`src/wdl_map.svh`:
```
`ifndef WDL_MAP_SVH
`define WDL_MAP_SVH

// ----------------------------------------------------------------------
// register map
// ----------------------------------------------------------------------
`define WDL_CTRL_ADDR 16'h002A
`define WDL_STAT_ADDR 16'h002B
`define WDL_CTRL_RESET 8'h7F
`define WDL_ACT_BIT 7
`define WDL_MSB_BIT 6
`define WDL_CNT_RESET 7'h7F
`define WDL_TRIP_FROM 7'h40

// status register fields
`define WDL_ST_HALTED 0
`define WDL_ST_AHALT 1
`define WDL_ST_WAKE 2
`define WDL_ST_ACTIVE 3
`define WDL_ST_PIN 4
`define WDL_ST_BUSY 5

// ----------------------------------------------------------------------
// timing
// ----------------------------------------------------------------------
`define WDL_CLK_MHZ 40
`define WDL_PRESC_CYCLES 16384
`define WDL_RST_PULSE_US 30
`define WDL_RST_PULSE_CYC (`WDL_RST_PULSE_US * `WDL_CLK_MHZ)
`define WDL_WAKE_SHORT 256
`define WDL_WAKE_LONG 4096

`endif

```
`src/wdl_pkg.sv`:
```
package wdl_pkg;

    // ------------------------------------------------------------------
    // low-power tracking states, gray along run-halt-wake
    // ------------------------------------------------------------------
    typedef enum logic [1:0] {
        st_run = 2'b00,
        st_halt = 2'b01,
        st_wake = 2'b11,
        st_ahalt = 2'b10
    } wdl_state_type;

endpackage : wdl_pkg

```
`src/wdl_rst_if.sv`:
```
`timescale 1ns/1ps

// reset request path between the watchdog core and the pulse generator
interface wdl_rst_if;
    logic trigger;
    logic busy;
    logic pin_level;

    modport ctrl (output trigger, input busy, input pin_level);
    modport gen (input trigger, output busy, output pin_level);
endinterface : wdl_rst_if

```
`src/wdl_watchdog.sv`:
```
`timescale 1ns/1ps
`include "wdl_map.svh"

// How it works
// - plain halt without options: no reset, one last decrement, then freeze.
// - leaving plain halt on external interrupt waits 256 or 4096 clocks.
// - reset ending halt disables the watchdog unless hardware option set.
// - halt with rtc irq off and halt-reset option on raises reset.
// - halt with rtc irq on enters active halt, no reset, counter held.
// - active halt left by oscillator or external interrupt resumes at once.
// - active halt left by reset resumes after 256 or 4096 clocks.
// - hardware option keeps watchdog always active, activate bit unused.
// - activate bit set only by software, cleared only by reset.
// - watchdog reset only possible while activate bit is one or hardware option set, except the halt-reset option reset and a write setting activate.
// - 7-bit counter in bits 6 to 0, read and write.
// - counter decrements once every 16384 divided oscillator cycles.
// - reset when counter rolls from 40h to 3Fh.
// - control register at 002Ah, resets to 7Fh.
// - watchdog reset pulls the reset pin low for 30 us.
// - counter runs even when disabled, stops only in halt cases and in the wake delay after any reset.
// - writing activate set with bit 6 clear forces immediate reset.

module wdl_watchdog import wdl_pkg::*; #(
    parameter int unsigned PRESC_CYCLES = `WDL_PRESC_CYCLES
) (
    input wire logic clk,
    input wire logic rst,
    input wire logic [15:0] reg_addr,
    input wire logic [7:0] reg_wdata,
    input wire logic reg_wr,
    input wire logic reg_rd,
    output logic [7:0] reg_rdata,
    input wire logic halt_exec,
    input wire logic rtc_irq_enable,
    input wire logic halt_reset_option,
    input wire logic hw_watchdog_option,
    input wire logic wake_delay_long,
    input wire logic ext_irq_wake,
    input wire logic osc_irq_wake,
    input wire logic reset_pin_in,
    output logic reset_pin_out,
    output logic reset_pin_oe
);

    // ------------------------------------------------------------------
    // constants
    // ------------------------------------------------------------------
    localparam logic [13:0] PRESC_LAST = 14'(PRESC_CYCLES - 1);
    localparam logic [12:0] WAKE_SHORT_LAST = 13'(`WDL_WAKE_SHORT - 1);
    localparam logic [12:0] WAKE_LONG_LAST = 13'(`WDL_WAKE_LONG - 1);
    localparam logic [7:0] CTRL_RESET = `WDL_CTRL_RESET;

    // ------------------------------------------------------------------
    // state
    // ------------------------------------------------------------------
    wdl_state_type state, next_state;
    logic activate, next_activate;
    logic [6:0] counter, next_counter;
    logic [13:0] presc, next_presc;
    logic [12:0] wake_cnt, next_wake_cnt;
    logic [7:0] next_rdata;

    logic active;
    logic tick;
    logic wr_ctrl;
    logic [12:0] wake_last;
    logic [7:0] status;

    wdl_rst_if rif ();

    // ------------------------------------------------------------------
    // reset pulse generator and pin filter
    // ------------------------------------------------------------------
    wdl_reset_pulse u_pulse (
        .clk(clk),
        .rst(rst),
        .rif(rif),
        .reset_pin_in(reset_pin_in),
        .reset_pin_out(reset_pin_out),
        .reset_pin_oe(reset_pin_oe)
    );

    // ------------------------------------------------------------------
    // decoded conditions
    // ------------------------------------------------------------------
    assign active = activate | hw_watchdog_option;
    assign tick = (presc == PRESC_LAST);
    assign wr_ctrl = reg_wr && (reg_addr == `WDL_CTRL_ADDR);
    assign wake_last = wake_delay_long ? WAKE_LONG_LAST : WAKE_SHORT_LAST;

    // status word for readback; upper bits read as zero
    always_comb begin
        status = 8'h00;
        status[`WDL_ST_HALTED] = (state == st_halt) || (state == st_ahalt);
        status[`WDL_ST_AHALT] = (state == st_ahalt);
        status[`WDL_ST_WAKE] = (state == st_wake);
        status[`WDL_ST_ACTIVE] = active;
        status[`WDL_ST_PIN] = rif.pin_level;
        status[`WDL_ST_BUSY] = rif.busy;
    end

    // ------------------------------------------------------------------
    // counter, activation, low-power sequencing
    // ------------------------------------------------------------------
    // slow and wait have no input here: they only slow the cpu, and the
    // prescaler runs off this clock whatever the cpu does
    always_comb begin
        next_state = state;
        next_activate = activate;
        next_counter = counter;
        next_presc = presc;
        next_wake_cnt = wake_cnt;
        rif.trigger = 1'b0; // the only request toward the system
        unique case (state)
            st_run: begin
                // free running prescaler, stops with the oscillator in halt
                next_presc = tick ? 14'h0000 : presc + 14'h0001;
                if (halt_exec && rtc_irq_enable) begin
                    next_state = st_ahalt; // hold, no reset
                end else if (halt_exec && halt_reset_option) begin
                    rif.trigger = 1'b1; // reset instead of halt
                end else if (halt_exec) begin
                    // one last step, trip suppressed
                    next_counter = counter - 7'h01;
                    next_state = st_halt;
                end else if (tick) begin
                    // counts even while disabled
                    next_counter = counter - 7'h01;
                    if (active && counter == `WDL_TRIP_FROM) begin
                        rif.trigger = 1'b1; // bit 6 falls
                    end
                end
            end
            st_halt: begin
                // frozen until an external interrupt or reset
                if (ext_irq_wake) begin
                    next_state = st_wake;
                    next_wake_cnt = 13'h0000;
                end
            end
            st_wake: begin
                // oscillator start-up wait, counter still held
                if (wake_cnt == wake_last) begin
                    next_state = st_run;
                    next_wake_cnt = 13'h0000;
                end else begin
                    next_wake_cnt = wake_cnt + 13'h0001;
                end
            end
            st_ahalt: begin
                // no delay on interrupt exit
                if (osc_irq_wake || ext_irq_wake) begin
                    next_state = st_run;
                end
            end
        endcase
        // software access wins over a decrement in the same cycle
        if (wr_ctrl) begin
            next_counter = reg_wdata[6:0];
            if (reg_wdata[`WDL_ACT_BIT]) begin
                next_activate = 1'b1; // writing zero never clears
            end
            // software reset: enabled and bit 6 written low
            if ((reg_wdata[`WDL_ACT_BIT] || active) && !reg_wdata[`WDL_MSB_BIT]) begin
                rif.trigger = 1'b1;
            end
        end
    end

    // ------------------------------------------------------------------
    // register readback, data valid in the cycle after the strobe
    // ------------------------------------------------------------------
    always_comb begin
        next_rdata = 8'h00;
        if (reg_rd && reg_addr == `WDL_CTRL_ADDR) begin
            next_rdata = {activate, counter};
        end else if (reg_rd && reg_addr == `WDL_STAT_ADDR) begin
            next_rdata = status;
        end
    end

    // ------------------------------------------------------------------
    // registers
    // ------------------------------------------------------------------
    // a reset always lands in the wake wait: the core cannot tell which
    // mode it came from, so every reset gets the start-up delay
    always_ff @(posedge clk) begin
        if (rst) begin
            state <= st_wake;
            activate <= CTRL_RESET[`WDL_ACT_BIT]; // disabled again
            counter <= `WDL_CNT_RESET;
            presc <= 14'h0000;
            wake_cnt <= 13'h0000;
            reg_rdata <= 8'h00;
        end else begin
            state <= next_state;
            activate <= next_activate;
            counter <= next_counter;
            presc <= next_presc;
            wake_cnt <= next_wake_cnt;
            reg_rdata <= next_rdata;
        end
    end
endmodule : wdl_watchdog

```
`src/wdl_reset_pulse.sv`:
```
`timescale 1ns/1ps
`include "wdl_map.svh"

module wdl_reset_pulse import wdl_pkg::*; (
    input wire logic clk,
    input wire logic rst,
    wdl_rst_if.gen rif,
    input wire logic reset_pin_in,
    output logic reset_pin_out,
    output logic reset_pin_oe
);

    localparam logic [10:0] PULSE_LAST = 11'(`WDL_RST_PULSE_CYC - 1);

    logic busy, next_busy;
    logic [10:0] pulse_cnt, next_pulse_cnt;
    logic sync1, sync2, sync3, level, next_level;

    // ------------------------------------------------------------------
    // pulse timing and pin filter
    // ------------------------------------------------------------------
    always_comb begin
        next_busy = busy;
        next_pulse_cnt = pulse_cnt;
        next_level = (sync2 == sync3) ? sync3 : level; // two samples agree
        if (busy) begin
            if (pulse_cnt == PULSE_LAST) begin
                next_busy = 1'b0;
                next_pulse_cnt = 11'h000;
            end else begin
                next_pulse_cnt = pulse_cnt + 11'h001;
            end
        end else if (rif.trigger) begin
            next_busy = 1'b1; // requests during a pulse merge into it
            next_pulse_cnt = 11'h000;
        end
    end

    always_ff @(posedge clk) begin
        if (rst) begin
            busy <= 1'b0;
            pulse_cnt <= 11'h000;
            sync1 <= 1'b1;
            sync2 <= 1'b1;
            sync3 <= 1'b1;
            level <= 1'b1;
        end else begin
            busy <= next_busy;
            pulse_cnt <= next_pulse_cnt;
            sync1 <= reset_pin_in;
            sync2 <= sync1;
            sync3 <= sync2;
            level <= next_level;
        end
    end

    // open drain: only ever pulls low
    assign reset_pin_out = 1'b0;
    assign reset_pin_oe = busy;
    assign rif.busy = busy;
    assign rif.pin_level = level;
endmodule : wdl_reset_pulse

```
`config.mk`:
```
export PLATFORM = sky130hd
export DESIGN_NAME = wdl_watchdog
export DESIGN_NICKNAME = d
export VERILOG_FILES = /design/src/wdl_pkg.sv /design/src/wdl_rst_if.sv /design/src/wdl_watchdog.sv /design/src/wdl_reset_pulse.sv
export VERILOG_INCLUDE_DIRS = /design/src
export SDC_FILE = /design/constraint.sdc
export NUM_CORES = 1
export LEC_CHECK = 0
export ABC_AREA = 1
export BUFFER_PORTS_ARGS = -buffer_cell sky130_fd_sc_hd__clkbuf_2
export CORE_ASPECT_RATIO = 0.7
export CORE_UTILIZATION = 48
export CTS_CLUSTER_DIAMETER = 40
export DETAILED_ROUTE_END_ITERATION = 12
export PLACE_DENSITY = 0.67
export SETUP_SLACK_MARGIN = 0.4
export SYNTH_ARGS = -nofsm -noshare
export SYNTH_HDL_FRONTEND = slang
export SYNTH_HIERARCHICAL = 1
export SYNTH_SLANG_ARGS = --single-unit
```
`constraint.sdc`:
```
create_clock -name clk -period 6.61 [get_ports clk]
set_clock_uncertainty 0.05 [all_clocks]
set_input_delay 0.661 -clock clk [delete_from_list [all_inputs] [get_ports clk]]
set_output_delay 0.661 -clock clk [all_outputs]
set_load 0.05 [all_outputs]
```
==> summary.txt <==
critical path data required time: 6.79 ns
setup slack, reg-to-reg: 4.22 ns
Vias/cell: 5.02
final setup TNS: 0 ns
Area growth syn-to-layout: 13.9%
Nets: 582
# hold bufs at CTS: 0
WL/cell: 11.8 um
Seq/Total Area, Yosys: 35.4%
Yosys Warn Count: 6
vias in the first global route: 2935
top post-synthesis cells by area: dfxtp_1, nand2_1, nor2_1, inv_1, nand3_1
crit share post-route: 36.2%
Critical Path Sink Type: register
port buffer count: 44
antenna violations before repair: 0
FFs w/ async S/R, synth: 0%
CTS tree: yes
Clock transition at path regs: 0.06 ns
via count: 3192
Top Family by Delay on Critical Path: simple AND/OR/NAND/NOR gates
CTS resizes: 0
share of cells above drive strength 1: 18.1%
DRC viols: 0
Setup-failing EPs final: 0
DRT iter0 DRCs: 160
Hold Vio Cnt, Final: 0
final critical-path required period: 2.39 ns
worst vdd ir: 0.106 mV
Cell Pwr Density: 231 nW/um^2
CP most frequent cell: inv_1
CP peak stage delay: 0.34 ns
CP startpoint: state[0]$_SDFFE_PP1P_
Worst-Margin Slew: 0.656 ns
WHS Path Cells: 1
Syn Inst Count: 493
Most used DFF post-synth: dfxtp_1
outcome: complete, no violations
unrepaired setup endpoints after global routing: false
leak pwr: 1.70 nW
die height: 72.9 um
Die Area: 7530 um^2
cts bufs inserted: 9
antenna-violating nets left: 0
Slew headroom: 56.2%
clock root buffer: clkbuf_8
fin cells: 636
Fill cells: 657
IO Count: 46
DR pass1 iterations: 4
Post-CTS Setup Inserts: 0
min-delay worst type: reg2reg
max-cap viol count: 0
sequential standard cell area: 1220 um^2
Cell variety after synth: 41
die span in x: 103 um
hold endpoint: u_pulse/sync2$_SDFF_PP1_
CP Data Arrival Time: 2.57 ns
multi-input logic area: 1930 um^2
Rows: 25
dpl cells: 620
design area: 3930 um^2
Routed WL: 7510 um
clock tree buffer depth: 2
GP Congestion: 0.855
diode count: 0
first-pass GRT wire length: 12900 um
Initial Utilization: 50.4%
Total GRT Usage: 22.1%
WP buf/inv: 3
Worst R2R Start: state[0]$_SDFFE_PP1P_
largest net degree at the start of global routing: 21
mapped cell area: 3450 um^2
hold slack: 0.355 ns
hold path start: u_pulse/sync1$_SDFF_PP1_
detailed placer's ending HPWL: 5730 um
crit path launch type: register
Mapped Nets: 538
highest clock rate: 418 MHz
Yosys reg bits: 61
FF-to-FF End: u_pulse/pulse_cnt[7]$_SDFFE_PP0P_
clk sink count: 61
Mapped Avg Cell Area: 7.00 um^2
H-tree levels: 3
crit path cell chain: inv_1, ha_1, nand4_1, nor2_2, nand2_1, inv_1, a21oi_1, o21ai_0, nor2_4, inv_1, nand3_1, xor2_1, nor2_1
clk_lat worst skew: 0.34 ns
share of the synthesized area in the top cell type: 35.4%
Post-DP Area: 3720 um^2
Max Slew Vio Count: 0
type of the worst setup path: reg2reg
number of synthesized flops with an enable pin: 0
critical path's slowest cell: dfxtp_1
crit-path max FO: 10
cell depth of the worst flop-to-flop path: 13
CORE AREA: 6850 um^2
gr ovfl total: 0
largest area contributor in the netlist: dfxtp_1
Final Total Pwr: 0.908 mW
worst max-delay path by stage:
stage / to / slack, ns / cells after the start
after floorplan: u_pulse/pulse_cnt[7]$_SDFFE_PP0P_ / 4.34 / 10
after global placement: u_pulse/pulse_cnt[6]$_SDFFE_PP0P_ / 4.06 / 11
after detailed placement: u_pulse/pulse_cnt[7]$_SDFFE_PP0P_ / 3.92 / 12
after CTS: u_pulse/pulse_cnt[6]$_SDFFE_PP0P_ / 4.17 / 13
after global routing: u_pulse/pulse_cnt[6]$_SDFFE_PP0P_ / 3.93 / 13
final: u_pulse/pulse_cnt[7]$_SDFFE_PP0P_ / 4.22 / 13
layout by cell type (no fill, tap or decap), types with 8 or more instances in the layout:
master,n
a21oi_1,19
clkbuf_2,44
clkbuf_8,12
dfxtp_1,61
ha_1,9
inv_1,59
nand2_1,105
nand2_2,10
nand3_1,44
nand4_1,18
nor2_1,68
nor3_1,8
o21ai_0,14
xor2_1,12
state kept, by name, indices dropped and copies added, names as in the netlist:
register / cells
activate: 1
counter: 7
presc: 14
reg_rdata: 8
state: 2
u_pulse/pulse_cnt: 11
u_pulse/reset_pin_oe: 1
u_pulse/rif.pin_level: 1
u_pulse/sync1: 1
u_pulse/sync2: 1
u_pulse/sync3: 1
wake_cnt: 13
power by group:
| group | switching, mW | total, mW | internal (mW) |
|---|---|---|---|
| sequential | 0.0158 | 0.400 | 0.384 |
| clock | 0.143 | 0.348 | 0.205 |
| combinational | 0.105 | 0.161 | 0.0559 |
per-layer routing:
layer	GRT usage [%]	vias up	wire, um
met5	0	-	0
met4	7.20	0	64
met3	5.65	6	392
met2	33.3	85	3190
met1	30.9	1414	3860
li1	-	1687	-
cell families (layout without fill, tap and decap cells):
logic type / after synthesis / in the layout / share of synthesized area, %
compound gates: 52 / 52 / 9.03
xor+xnor: 17 / 17 / 4.32
fa+ha+maj: 9 / 9 / 3.26
buf+inv: 71 / 120 / 8.56
flops: 61 / 61 / 35.4
other cells: 1 / 1 / 0.109
simple gates: 282 / 282 / 39.3
stage by stage:
step | util (%) | worst slack (ns)
floorplan | - | 4.34
global placement | 54.3 | 4.06
detailed placement | 54.3 | 3.92
CTS | 57.4 | 4.17
global route | 57.4 | 3.93
finish | 57.4 | 4.22
synthesized netlist by cell type (2+ instances only):
| library cell | number |
|---|---|
| nand3_2 | 4 |
| buf_2 | 2 |
| o21ai_0 | 14 |
| o21a_1 | 2 |
| nand3b_1 | 2 |
| nor3_1 | 8 |
| xnor2_1 | 5 |
| o21ai_1 | 2 |
| nand2_2 | 10 |
| nand2_1 | 105 |
| a21oi_1 | 19 |
| nor2_2 | 6 |
| nor2_1 | 68 |
| xor2_1 | 12 |
| ha_1 | 9 |
| clkbuf_1 | 2 |
| o21bai_1 | 2 |
| dfxtp_1 | 61 |
| buf_4 | 5 |
| nand4_1 | 18 |
| or2_2 | 5 |
| nor2_4 | 6 |
| inv_1 | 59 |
| o2111ai_1 | 6 |
| nand3_1 | 44 |
| a21oi_2 | 2 |
area by class of cell:
type / count / share of cell area (%)
multi-input cells: 361 / 49.2
flip-flops and latches: 61 / 31.1
repair buffers: 44 / 5.61
clock inverters: 3 / 1.08
clock buffers: 13 / 4.30
well taps: 94 / 2.99
inverters: 60 / 5.73
No activity file was read; power rests on OpenSTA's default activity.
